## src/logic/acs_params.svh

```systemverilog
// =====================================================================
`ifndef ACS_PARAMS_SVH
`define ACS_PARAMS_SVH

// =====================================================================
// register map (byte offsets)
`define ACS_ADDR_W 8
`define ACS_OFF_CTRL1 8'h00
`define ACS_OFF_CTRL3 8'h04
`define ACS_OFF_CHSEL 8'h08
`define ACS_OFF_TRIG 8'h0c
`define ACS_OFF_STAT 8'h10
`define ACS_OFF_MASK 8'h14
`define ACS_OFF_RESA 8'h18
`define ACS_OFF_RESB 8'h1c

// =====================================================================
// fields
`define ACS_NUM_LSB 0
`define ACS_NUM_MSB 3
`define ACS_ACQPS_LSB 8
`define ACS_ACQPS_MSB 11
`define ACS_SRST_BIT 14
`define ACS_DUAL_SAMPLE_SELECT_BIT 0
`define ACS_PWD_BIT 5
`define ACS_BGR_LSB 6
`define ACS_BGR_MSB 7
`define ACS_CH_MSB 3
`define ACS_PAIR_MSB 2
`define ACS_SWTRIG_BIT 0
`define ACS_ST_RESA 0
`define ACS_ST_RESB 1
`define ACS_ST_DONE 2
`define ACS_ST_W 3

// =====================================================================
// timing
`define ACS_SYS_CLK_KHZ 250000
`define ACS_CONV_CLK_KHZ 12500
`define ACS_HALF_DIV (`ACS_SYS_CLK_KHZ / (2 * `ACS_CONV_CLK_KHZ))
`define ACS_CNT_W 6
`define ACS_TRIG_DLY_HALF 6'h05
`define ACS_GAP_SEQ_HALF 6'h02
`define ACS_GAP_SIM_HALF 6'h04
`define ACS_LAT_A_HALF 8
`define ACS_LAT_B_HALF 10
`define ACS_FLAG_DLY 3
`define ACS_DATA_W 12

`endif

```

## src/logic/acs_pkg.sv

```systemverilog
package acs_pkg;
  typedef enum logic [1:0] {
    ACS_IDLE = 2'h0,
    ACS_DELAY = 2'h1,
    ACS_SAMPLE = 2'h3,
    ACS_GAP = 2'h2
  } acs_state_t;

  typedef struct packed {
    logic v;
    logic dual;
    logic [11:0] a;
    logic [11:0] b;
  } acs_entry_t;
endpackage : acs_pkg

```

## src/logic/acs_conv_if.sv

```systemverilog
`timescale 1ns/1ps
interface acs_conv_if;
  logic half_tick;
  logic blk_rst;
  logic capture;
  logic dual;
  logic [11:0] smp_a;
  logic [11:0] smp_b;
  logic res_a_wr;
  logic res_b_wr;
  logic [11:0] res_a;
  logic [11:0] res_b;
  modport seq (output half_tick, blk_rst, capture, dual, smp_a, smp_b,
               input res_a_wr, res_b_wr, res_a, res_b);
  modport pipe (input half_tick, blk_rst, capture, dual, smp_a, smp_b,
                output res_a_wr, res_b_wr, res_a, res_b);
endinterface : acs_conv_if

```

## src/logic/acs_clkdiv.sv

```systemverilog
`timescale 1ns/1ps
`include "acs_params.svh"
module acs_clkdiv #(
  parameter int HALF_DIV = `ACS_HALF_DIV
) (
  input wire logic pclk,
  input wire logic presetn,
  output logic half_tick,
  output logic conv_clk
);
  localparam int CW = $clog2(HALF_DIV + 1);
  logic [CW-1:0] cnt_q;
  logic clk_q;

  // one tick per half converter period, so 2.5-clock delays stay exact
  assign half_tick = (cnt_q == CW'(HALF_DIV - 1));
  assign conv_clk = clk_q;

  always_ff @(posedge pclk or negedge presetn) begin
    if (!presetn) begin
      cnt_q <= '0;
      clk_q <= 1'b0;
    end else begin
      cnt_q <= half_tick ? '0 : cnt_q + CW'(1);
      clk_q <= half_tick ? ~clk_q : clk_q;
    end
  end
endmodule : acs_clkdiv

```

## src/logic/acs_pipe.sv

```systemverilog
`timescale 1ns/1ps
`include "acs_params.svh"
module acs_pipe #(
  parameter int LAT_A = `ACS_LAT_A_HALF,
  parameter int DEPTH = `ACS_LAT_B_HALF
) (
  input wire logic pclk,
  input wire logic presetn,
  acs_conv_if.pipe cv
);
  acs_pkg::acs_entry_t st_q [DEPTH];
  acs_pkg::acs_entry_t in_w [DEPTH];
  acs_pkg::acs_entry_t ent_in;
  logic a_wr_q, b_wr_q;
  logic [11:0] a_q, b_q;
  logic a_due, b_due;

  assign ent_in = '{v: cv.capture, dual: cv.dual, a: cv.smp_a, b: cv.smp_b};

  // =====================================================================
  // latency line, one stage per half converter clock; overlapping samples ride it
  genvar g;
  for (g = 0; g < DEPTH; g++) begin : g_st
    if (g == 0) begin : g_first
      assign in_w[g] = ent_in;
    end else begin : g_next
      assign in_w[g] = st_q[g-1];
    end
    always_ff @(posedge pclk or negedge presetn) begin
      if (!presetn) st_q[g] <= '0;
      else if (cv.blk_rst) st_q[g] <= '0;
      else if (cv.half_tick) st_q[g] <= in_w[g];
    end
  end

  assign a_due = cv.half_tick && st_q[LAT_A-1].v;
  assign b_due = cv.half_tick && st_q[DEPTH-1].v && st_q[DEPTH-1].dual;

  always_ff @(posedge pclk or negedge presetn) begin
    if (!presetn) begin
      a_wr_q <= 1'b0;
      b_wr_q <= 1'b0;
      a_q <= '0;
      b_q <= '0;
    end else begin
      a_wr_q <= a_due && !cv.blk_rst;
      b_wr_q <= b_due && !cv.blk_rst;
      a_q <= a_due ? st_q[LAT_A-1].a : a_q;
      b_q <= b_due ? st_q[DEPTH-1].b : b_q;
    end
  end

  assign cv.res_a_wr = a_wr_q;
  assign cv.res_b_wr = b_wr_q;
  assign cv.res_a = a_q;
  assign cv.res_b = b_q;
endmodule : acs_pipe

```

## src/logic/acs_top.sv

```systemverilog
`timescale 1ns/1ps
`include "acs_params.svh"
module acs_top #(
  parameter int HALF_DIV = `ACS_HALF_DIV,
  parameter int FLAG_DLY = `ACS_FLAG_DLY
) (
  input wire logic pclk,
  input wire logic presetn,
  input wire logic psel,
  input wire logic penable,
  input wire logic pwrite,
  input wire logic [`ACS_ADDR_W-1:0] paddr,
  input wire logic [31:0] pwdata,
  output logic [31:0] prdata,
  output logic pready,
  output logic pslverr,
  input wire logic pwm_module_trigger,
  input wire logic external_start_pin,
  input wire logic [11:0] ain_a,
  input wire logic [11:0] ain_b,
  output logic converter_clock,
  output logic sh_pulse,
  output logic [3:0] sh_chan_a,
  output logic [3:0] sh_chan_b,
  output logic dual_sample_select,
  output logic [1:0] bandgap_ref_power_bits,
  output logic core_power_up_bit,
  output logic irq
);
  acs_conv_if cv ();

  // =====================================================================
  // register state
  logic [3:0] acqps_q;
  logic [3:0] num_q;
  logic dual_sample_select_q;
  logic pwd_q;
  logic [1:0] bgr_q;
  logic [3:0] chsel_q;
  logic [`ACS_ST_W-1:0] stat_q, stat_d;
  logic [`ACS_ST_W-1:0] mask_q;
  logic [31:0] prdata_q;
  logic srst_q;

  // =====================================================================
  // bus decode
  logic wr_acc, rd_setup;
  logic hit_ctrl1, hit_ctrl3, hit_chsel, hit_trig, hit_stat, hit_mask, hit_resa, hit_resb;
  logic mapped;
  logic [31:0] rd_mux;

  assign hit_ctrl1 = (paddr == `ACS_OFF_CTRL1);
  assign hit_ctrl3 = (paddr == `ACS_OFF_CTRL3);
  assign hit_chsel = (paddr == `ACS_OFF_CHSEL);
  assign hit_trig = (paddr == `ACS_OFF_TRIG);
  assign hit_stat = (paddr == `ACS_OFF_STAT);
  assign hit_mask = (paddr == `ACS_OFF_MASK);
  assign hit_resa = (paddr == `ACS_OFF_RESA);
  assign hit_resb = (paddr == `ACS_OFF_RESB);
  assign mapped = hit_ctrl1 | hit_ctrl3 | hit_chsel | hit_trig | hit_stat | hit_mask | hit_resa | hit_resb;
  // zero wait states; an unmapped access ends with an error and changes nothing
  assign pready = 1'b1;
  assign pslverr = psel && penable && !mapped;
  assign wr_acc = psel && penable && pwrite && mapped;
  assign rd_setup = psel && !penable && !pwrite;
  assign prdata = prdata_q;

  assign rd_mux = hit_ctrl1 ? {20'h0, acqps_q, 4'h0, num_q} :
                  hit_ctrl3 ? {24'h0, bgr_q, pwd_q, 4'h0, dual_sample_select_q} :
                  hit_chsel ? {28'h0, chsel_q} :
                  hit_stat ? {29'h0, stat_q} :
                  hit_mask ? {29'h0, mask_q} :
                  hit_resa ? {20'h0, cv.res_a} :
                  hit_resb ? {20'h0, cv.res_b} : 32'h0;

  // =====================================================================
  // control registers
  always_ff @(posedge pclk or negedge presetn) begin
    if (!presetn) begin
      acqps_q <= 4'h0;
      num_q <= 4'h0;
      dual_sample_select_q <= 1'b0;
      pwd_q <= 1'b0;
      bgr_q <= 2'h0;
      chsel_q <= 4'h0;
      mask_q <= '0;
      srst_q <= 1'b0;
      prdata_q <= 32'h0;
    end else begin
      srst_q <= wr_acc && hit_ctrl1 && pwdata[`ACS_SRST_BIT];
      prdata_q <= rd_setup ? rd_mux : prdata_q;
      if (wr_acc && hit_ctrl1) begin
        acqps_q <= pwdata[`ACS_ACQPS_MSB:`ACS_ACQPS_LSB];
        num_q <= pwdata[`ACS_NUM_MSB:`ACS_NUM_LSB];
      end
      if (wr_acc && hit_ctrl3) begin
        bgr_q <= pwdata[`ACS_BGR_MSB:`ACS_BGR_LSB];
        pwd_q <= pwdata[`ACS_PWD_BIT];
        dual_sample_select_q <= pwdata[`ACS_DUAL_SAMPLE_SELECT_BIT];
      end
      if (wr_acc && hit_chsel) chsel_q <= pwdata[`ACS_CH_MSB:0];
      if (wr_acc && hit_mask) mask_q <= pwdata[`ACS_ST_W-1:0];
    end
  end

  assign bandgap_ref_power_bits = bgr_q;
  assign core_power_up_bit = pwd_q;
  assign dual_sample_select = dual_sample_select_q;

  // =====================================================================
  // converter clock
  acs_clkdiv #(.HALF_DIV(HALF_DIV)) u_div (
    .pclk(pclk),
    .presetn(presetn),
    .half_tick(cv.half_tick),
    .conv_clk(converter_clock)
  );

  // =====================================================================
  // trigger sources
  logic pwm_q, ext_q;
  logic pwm_rise, ext_rise, sw_trig, any_trig, powered;

  assign pwm_rise = pwm_module_trigger && !pwm_q;
  assign ext_rise = external_start_pin && !ext_q;
  assign sw_trig = wr_acc && hit_trig && pwdata[`ACS_SWTRIG_BIT];
  // a trigger before all three power bits are on would convert garbage
  assign powered = pwd_q && (&bgr_q);
  assign any_trig = (pwm_rise || ext_rise || sw_trig) && powered;

  always_ff @(posedge pclk or negedge presetn) begin
    if (!presetn) begin
      pwm_q <= 1'b0;
      ext_q <= 1'b0;
    end else begin
      pwm_q <= pwm_module_trigger;
      ext_q <= external_start_pin;
    end
  end

  // =====================================================================
  // sample/hold sequencer, counted in half converter clocks
  acs_pkg::acs_state_t st_q, st_d;
  logic [`ACS_CNT_W-1:0] cnt_q, cnt_d;
  logic [3:0] left_q, left_d;
  logic [3:0] chan_q, chan_d;
  logic run_dual_q, run_dual_d;
  logic [`ACS_CNT_W-1:0] sh_half, gap_half;
  logic cnt_zero, sh_fall, run_end;

  assign sh_half = {acqps_q, 1'b0} + `ACS_CNT_W'(2);
  assign gap_half = run_dual_q ? `ACS_GAP_SIM_HALF : `ACS_GAP_SEQ_HALF;
  assign cnt_zero = (cnt_q == '0);
  assign sh_fall = (st_q == acs_pkg::ACS_SAMPLE) && cv.half_tick && cnt_zero;
  assign run_end = sh_fall && (left_q == 4'h0);

  always_comb begin
    st_d = st_q;
    cnt_d = cnt_q;
    left_d = left_q;
    chan_d = chan_q;
    run_dual_d = run_dual_q;
    unique case (st_q)
      acs_pkg::ACS_IDLE: begin
        if (any_trig) begin
          st_d = acs_pkg::ACS_DELAY;
          cnt_d = `ACS_TRIG_DLY_HALF - `ACS_CNT_W'(1);
          left_d = num_q;
          run_dual_d = dual_sample_select_q;
          // paired mode forces a matched pair: A index and B index share low bits
          chan_d = dual_sample_select_q ? {1'b0, chsel_q[`ACS_PAIR_MSB:0]} : chsel_q;
        end
      end
      acs_pkg::ACS_DELAY: begin
        if (cv.half_tick) begin
          cnt_d = cnt_q - `ACS_CNT_W'(1);
          if (cnt_zero) begin
            st_d = acs_pkg::ACS_SAMPLE;
            cnt_d = sh_half - `ACS_CNT_W'(1);
          end
        end
      end
      acs_pkg::ACS_SAMPLE: begin
        // new triggers are not looked at here, so a pulse is never cut short
        if (cv.half_tick) begin
          cnt_d = cnt_q - `ACS_CNT_W'(1);
          if (cnt_zero) begin
            if (left_q == 4'h0) begin
              st_d = acs_pkg::ACS_IDLE;
            end else begin
              st_d = acs_pkg::ACS_GAP;
              cnt_d = gap_half - `ACS_CNT_W'(1);
              left_d = left_q - 4'h1;
              chan_d = run_dual_q ? chan_q : chan_q + 4'h1;
            end
          end
        end
      end
      acs_pkg::ACS_GAP: begin
        if (cv.half_tick) begin
          cnt_d = cnt_q - `ACS_CNT_W'(1);
          if (cnt_zero) begin
            st_d = acs_pkg::ACS_SAMPLE;
            cnt_d = sh_half - `ACS_CNT_W'(1);
          end
        end
      end
    endcase
  end

  always_ff @(posedge pclk or negedge presetn) begin
    if (!presetn) begin
      st_q <= acs_pkg::ACS_IDLE;
      cnt_q <= '0;
      left_q <= 4'h0;
      chan_q <= 4'h0;
      run_dual_q <= 1'b0;
    end else if (srst_q) begin
      st_q <= acs_pkg::ACS_IDLE;
      cnt_q <= '0;
      left_q <= 4'h0;
      chan_q <= 4'h0;
      run_dual_q <= 1'b0;
    end else begin
      st_q <= st_d;
      cnt_q <= cnt_d;
      left_q <= left_d;
      chan_q <= chan_d;
      run_dual_q <= run_dual_d;
    end
  end

  assign sh_pulse = (st_q == acs_pkg::ACS_SAMPLE);
  assign sh_chan_a = chan_q;
  assign sh_chan_b = run_dual_q ? {1'b1, chan_q[`ACS_PAIR_MSB:0]} : chan_q;

  // =====================================================================
  // hand-off to the result pipeline
  assign cv.blk_rst = srst_q;
  assign cv.capture = sh_fall;
  assign cv.dual = run_dual_q;
  assign cv.smp_a = ain_a;
  assign cv.smp_b = ain_b;

  acs_pipe u_pipe (
    .pclk(pclk),
    .presetn(presetn),
    .cv(cv)
  );

  // =====================================================================
  // result flags trail the result update, and the done flag the run's last sample fall, by a few system clocks
  logic [FLAG_DLY-1:0] fa_q, fb_q, fd_q;
  logic [`ACS_ST_W-1:0] set_ev, clr_ev;

  always_ff @(posedge pclk or negedge presetn) begin
    if (!presetn) begin
      fa_q <= '0;
      fb_q <= '0;
      fd_q <= '0;
    end else if (srst_q) begin
      fa_q <= '0;
      fb_q <= '0;
      fd_q <= '0;
    end else begin
      fa_q <= {fa_q[FLAG_DLY-2:0], cv.res_a_wr};
      fb_q <= {fb_q[FLAG_DLY-2:0], cv.res_b_wr};
      fd_q <= {fd_q[FLAG_DLY-2:0], run_end};
    end
  end

  assign set_ev = {fd_q[FLAG_DLY-1], fb_q[FLAG_DLY-1], fa_q[FLAG_DLY-1]};
  assign clr_ev = (wr_acc && hit_stat) ? pwdata[`ACS_ST_W-1:0] : '0;

  // set wins over a write-one-to-clear in the same cycle
  always_comb begin
    stat_d = (stat_q & ~clr_ev) | set_ev;
  end

  always_ff @(posedge pclk or negedge presetn) begin
    if (!presetn) stat_q <= '0;
    else if (srst_q) stat_q <= '0;
    else stat_q <= stat_d;
  end

  assign irq = |(stat_q & mask_q);
endmodule : acs_top

```

## config.mk

```make
export PLATFORM = sky130hd
export DESIGN_NAME = acs_top
export DESIGN_NICKNAME = d
export VERILOG_FILES = /design/src/logic/acs_pkg.sv /design/src/logic/acs_conv_if.sv /design/src/logic/acs_clkdiv.sv /design/src/logic/acs_pipe.sv /design/src/logic/acs_top.sv
export VERILOG_INCLUDE_DIRS = /design/src /design/src/logic
export SDC_FILE = /design/constraint.sdc
export NUM_CORES = 1
export LEC_CHECK = 0
export BUFFER_PORTS_ARGS = -buffer_cell sky130_fd_sc_hd__buf_2
export CAP_MARGIN = 20
export CELL_PAD_IN_SITES_DETAIL_PLACEMENT = 1
export CELL_PAD_IN_SITES_GLOBAL_PLACEMENT = 1
export CORE_MARGIN = 1
export CORE_UTILIZATION = 37
export CTS_CLUSTER_SIZE = 16
export DETAILED_ROUTE_END_ITERATION = 12
export MAX_ROUTING_LAYER = met4
export PLACE_DENSITY = 0.76
export SKIP_CTS_REPAIR_TIMING = 1
export SLEW_MARGIN = 30
export SYNTH_ARGS = -nofsm -noshare
export SYNTH_HDL_FRONTEND = slang
export SYNTH_SLANG_ARGS = --single-unit
```

## constraint.sdc

```tcl
create_clock -name pclk -period 3.6 [get_ports pclk]
set_input_delay 0.9 -clock pclk [delete_from_list [all_inputs] [get_ports pclk]]
set_output_delay 0.9 -clock pclk [all_outputs]
set_load 0.02 [all_outputs]
```

## After elaboration in Yosys (flattened, before gate mapping)

Index checks and enable logic that the tools add are counted.

- Output and inout bits: 49
- Input bits: 71
- Register bits after elaboration: 362
- Word-level logic and storage cells: 220

- Reductions and logical operators: 50
- Bitwise operators: 12
- Equality and inequality tests: 18
- Mux-type cells: 68
- Add/sub/neg operators: 7

Operators with widths:

| operator | count |
|---|---|
| $mux 26 | 20 |
| $mux 12 | 7 |
| $mux 4 | 14 |
| $mux 6 | 7 |
| $eq 8x5->1 const B | 4 |
| $logic_and 1x1->1 | 26 |
| $mux 3 | 6 |
| $pmux 6 s3 | 1 |
| $eq 8x4->1 const B | 2 |
| $pmux 4 s2 | 2 |
| $mux 2 | 7 |
| $ne 3x1->1 const B | 4 |
| $sub 6x1->6 const B | 2 |
| $reduce_and 5->1 | 2 |
| $ne 3x3->1 const B | 3 |
| $add 4x1->4 const B | 2 |
| $eq 8x3->1 const B | 1 |
| $logic_not 8->1 | 1 |
| $or 1x1->1 | 7 |
| $add 5x2->6 const B | 1 |
| $and 3x3->3 | 2 |
| $logic_not 1->1 | 6 |
| $logic_not 6->1 | 1 |
| $pmux 2 s3 | 1 |
| other kinds (19) | 26 |

## Longest topological paths before layout

- Depth after elaboration: 16
- Mapped depth: 9
- Depth with buffers taken out: 7

## By module

Synthesis repeated with hierarchy kept, for this count alone.

- Cell total of the unflattened synthesis: 1213
- Area total of the unflattened synthesis: 14607.8 um^2

By module, submodules not included:

| module | area each (um^2) | cells an instance | sequential area each (um^2) | instances |
|---|---|---|---|---|
| acs_pipe | 10687.8 | 817 | 6556.3 | 1 |
| acs_top | 3702.3 | 379 | 1576.5 | 1 |
| acs_clkdiv | 217.7 | 17 | 125.1 | 1 |

## Least setup slack after synthesis

OpenSTA, ideal clock, no wires.

- Path kind: input to output
- From: input port paddr[1]
- To: output port pslverr
- Arrival: 1957 ps
- Setup slack: 743 ps
- Required time: 2700 ps
- Cell stages on the path: 4
- Path buffers: 1
- Cell sequence: or2_1 > or4_1 > clkbuf_1 > and3_1

- Longest elaborated chain between the ends: 10
- Elaborated cells on any way between the ends: 17
- Classes of those cells: eq/ne: 7; bitwise: 7; reduce/logical: 3

Ends and longest elaborated chain:

| what | RTL line | source |
|---|---|---|
| from (decl) | acs_top.sv:12 | `` input wire logic [`ACS_ADDR_W-1:0] paddr, `` |
| $eq 8x3->1 (no source line) or $logic_not 8->1 (tied branches) | n/a |  |
| $or 1x1->1 (6 in a row) | acs_top.sv:60 | `assign mapped = hit_ctrl1 \| hit_ctrl3 \| hit_chsel \| hit_trig \| hit_stat \| hit_mask \| hit_resa \| hit_resb;` |
| $or 1x1->1 (*) | acs_top.sv:60 |  |
| $logic_not 1->1 (*) | acs_top.sv:63 | `assign pslverr = psel && penable && !mapped;` |
| $logic_and 1x1->1 (*) | acs_top.sv:63 |  |
| to (decl) | acs_top.sv:16 | `output logic pslverr,` |

Mark *: on every way between the ends. The rest lies on a longest branch, timed or not.

## Worst setup path in the final report

Same ends and word-level chain as after synthesis.

==> key figures <==
Outcome
  – Status: finished, final reports clean

Setup path
  – Crit path launch type: primary input
  – Crit path buf inv count: 2
  – Critical path class: primary input to output pin
  – Setup crit end kind: output pin
  – Most used cell, CP: buf_2
  – CP required: 2.70 ns
  – Worst EP arrival: 2.26 ns
  – Crit-path leading delay family: simple AND/OR/NAND/NOR gates
  – Crit-path cells: buf_2 -> or2_1 -> or4_1 -> and3_1 -> buf_2
  – CP peak stage delay: 0.60 ns
  – Crit path max fanout: 8
  – CP max stage cell: or4_1

GRT
  – Largest net degree at the start of global routing: 234
  – First-pass GRT wire length: ~56 mm
  – Total track usage: 0.1807
  – Number of global-route vias before repair: about 11,000
  – Grt ovf: 0
  – Initial antenna violation count: 0

Route
  – Met2 Wirelength: 16.99 mm
  – Vias: 10,358
  – DRC: 0
  – Wire length on met3: 1.004 mm
  – DR iter-0 viols: approximately 760
  – First-pass DRT Iterations: 6
  – Final WL: approximately 33 mm
  – Wire length on met1: 14.57 mm
  – DR WL/cell: 16.26 microns
  – Top Metal Used: met4
  – Via-per-instance ratio: 5.080
  – Post-route antenna net violation count: 0

Timing
  – Endpoints failing setup: 0
  – Final hold vios: 0
  – Min Clock Period, post-route: 3.162 ns
  – Fmax: ~320 MHz
  – Max-slew violations: 0
  – Fin crit share: 0.8785
  – Max-slew headroom: 0.4195
  – Worst Max-Slew Pin Slew: 0.8708 ns
  – RSZ-0062 raised after global routing: no
  – Layout Skew: approximately 0.013 ns
  – Setup TNS: 0 ns

Die
  – Die Area: 38,660 sq um
  – DIE HEIGHT: 196.6 microns
  – Core Rows: 70
  – Core area: approximately 37,000 sq um
  – Starting Density: 0.3792
  – Chip width: 196.6 microns
  – # IOs: 120

Synth
  – Synthesized area: 14,010 sq um
  – Sequential share of the synthesized area: 0.5892
  – Yosys reg bits: 330
  – Top FF cell, synth: dfrtp_1
  – Post-Synthesis Cells: around 1,500
  – Syn. warnings: 0
  – EDFF count, synth: 0
  – Syn avg cell area: 9.482 sq um
  – Synth cell types: 70
  – Ys async rst share: 1.000

Place
  – Final RePlAce weighted congestion: around 0.84
  – Placed Cells: 1,969
  – Hpwl dp: 19.81 mm
  – Port Buffers: 78

Finish
  – Share of cells above drive strength 1: 0.1414
  – Fin cells: 2,039
  – Nets@finish: ~1,600
  – Ant diodes: 0
  – Area growth, synth to finish: 14.94%
  – Final core utilization: 0.4358
  – Fillers: roughly 4,200

CTS
  – CTS Root Cell: clkbuf_16
  – Clock Tree Buf Depth: 3
  – Clock Sinks: 330
  – Clk Latency, worst-skew pair: between 0.5 and 0.6 ns
  – CTS tree: built
  – CTS Buf Count: 38
  – CTS H-Tree Depth: 2
  – Clock Pin Slew Worst Setup and Hold Paths: ~0.06 ns

Power
  – Power Density: approximately 560 nW/um^2
  – Peak VDD IR: roughly 0.32 mV
  – Pleak: 7.500 nW
  – Power, Total: 9.068 mW

Worst hold path
  – Worst min path class: primary input to async pin

Run
  – Max-cap violations: 0
[worst reg2reg max path: cells and delay by family, from the launching register on]
family                     cells  cell delay, ns
buffers and inverters          1            0.11
DFF                            1            0.44
adders and majority gates      1            0.15
and+or+nand+nor                3            1.61
AOI/OAI and AO/OA              2            0.35
[metal layers]
layer  global-route usage  vias up
met4              0.04536        0
met5                    -        -
li1                     -     4947
met2               0.3034      149
met1               0.2294     5222
met3              0.02721       40
[placed cells by master, fill, tap and decap left out, types with 7 or more instances in the layout]
cell / Yosys / layout
conb_1: 2 / 21
nand2_1: 506 / 506
mux2i_1: 13 / 13
o21ai_0: 17 / 17
buf_4: 24 / 7
nor2_1: 23 / 22
clkbuf_8: 0 / 7
mux2_2: 46 / 46
nor3_1: 9 / 9
clkinv_2: 0 / 7
buf_12: 0 / 7
nor2b_1: 12 / 12
inv_1: 21 / 21
dfrtp_1: 330 / 329
ha_1: 7 / 7
a21oi_1: 253 / 253
buf_2: 2 / 77
nand3_1: 18 / 18
clkbuf_16: 0 / 39
[stage by stage]
stage / hold WS [ns] / instance area [sq um] / worst slack [ns]
5_1_grt: 0.4238 / 16110 / 0.3851
6_report: 0.3631 / 16110 / 0.4376
4_1_cts: 0.3918 / 16050 / 0.4384
2_1_floorplan: 0.4385 / 14090 / 0.7430
3_3_place_gp: 0.4573 / 14780 / 0.4315
3_5_place_dp: 0.4549 / 14780 / 0.4430
[cells in the mapped netlist, types with 3 or more instances]
library cell / n / area, sq um
clkbuf_1: 91 / 341.6
ha_1: 7 / 87.58
nand2_1: 506 / 1899
mux2i_1: 13 / 130.1
a311oi_1: 4 / 35.03
a31oi_1: 4 / 25.02
nand2b_1: 5 / 31.28
a21oi_1: 253 / 1266
o31ai_1: 6 / 45.04
dfrtp_1: 330 / 8258
and3_1: 6 / 37.54
a2bb2oi_1: 4 / 35.03
nor3_1: 9 / 45.04
and2_1: 3 / 18.77
o32ai_1: 4 / 35.03
nand3_1: 18 / 90.09
mux2_2: 46 / 518.0
nor2b_1: 12 / 75.07
nor2_1: 23 / 86.33
o21ai_0: 17 / 85.08
buf_1: 6 / 22.52
buf_4: 24 / 180.2
nor4_1: 3 / 18.77
inv_1: 21 / 78.83
[registers in the layout, indices dropped and copies added, names as in the netlist, 6 cells and up]
register and cells:
cnt_q 6, prdata 12, u_pipe.cv.res_a 12, u_pipe.cv.res_b 12
u_pipe.in_w 222, u_pipe.st_q 14
[power by group]
part | switching, mW | internal [mW] | total, mW
Combinational | 0.771 | 0.440 | 1.21
Clock | 1.54 | 2.35 | 3.89
Sequential | 0.115 | 3.85 | 3.97
[worst paths after layout]
check                           depth (start not counted)  slack (ns)                           to                       start
worst max-delay path                                    5        0.44                      pslverr                    paddr[1]
worst min register to register                          1        0.46   u_div.conv_clk$_DFFE_PN0N_  u_div.conv_clk$_DFFE_PN0N_
max in group asynchronous                               2        2.29  u_pipe.in_w[36]$_DFFE_PN0P_                     presetn
worst min-delay path                                    1        0.36              pwm_q$_DFF_PN0_                     presetn
min in group pclk                                       1        0.46   u_div.conv_clk$_DFFE_PN0N_  u_div.conv_clk$_DFFE_PN0N_
worst max register to register                          7        0.79     sh_chan_a[2]$_DFFE_PN0P_        cnt_q[0]$_DFFE_PN0P_
[cell type report]
| type | instances | area [sq um] | share of cell area |
|---|---|---|---|
| Tap cell | 504 | 630.6 | 0.03915 |
| Multi-Input combinational cell | 1022 | 5218 | 0.3239 |
| Sequential cell | 330 | 8262 | 0.5129 |
| Clock buffer | 52 | 1095 | 0.06797 |
| Inverter | 21 | 78.83 | 0.004894 |
| Clock inverter | 16 | 176.4 | 0.01095 |
| Timing Repair Buffer | 94 | 648.1 | 0.04024 |
[logic make-up (layout without fill, tap and decap cells)]
group	count (synthesis)	in the layout	synth area share
buf+inv	145	183	0.04598
compound gates	326	326	0.1305
fa+ha+maj	7	7	0.006249
mux	61	61	0.04946
flops	330	330	0.5892
other cells	2	21	0.0005359
simple gates	605	605	0.1768
xor+xnor	2	2	0.001250
No activity file was read; power rests on OpenSTA's default activity.
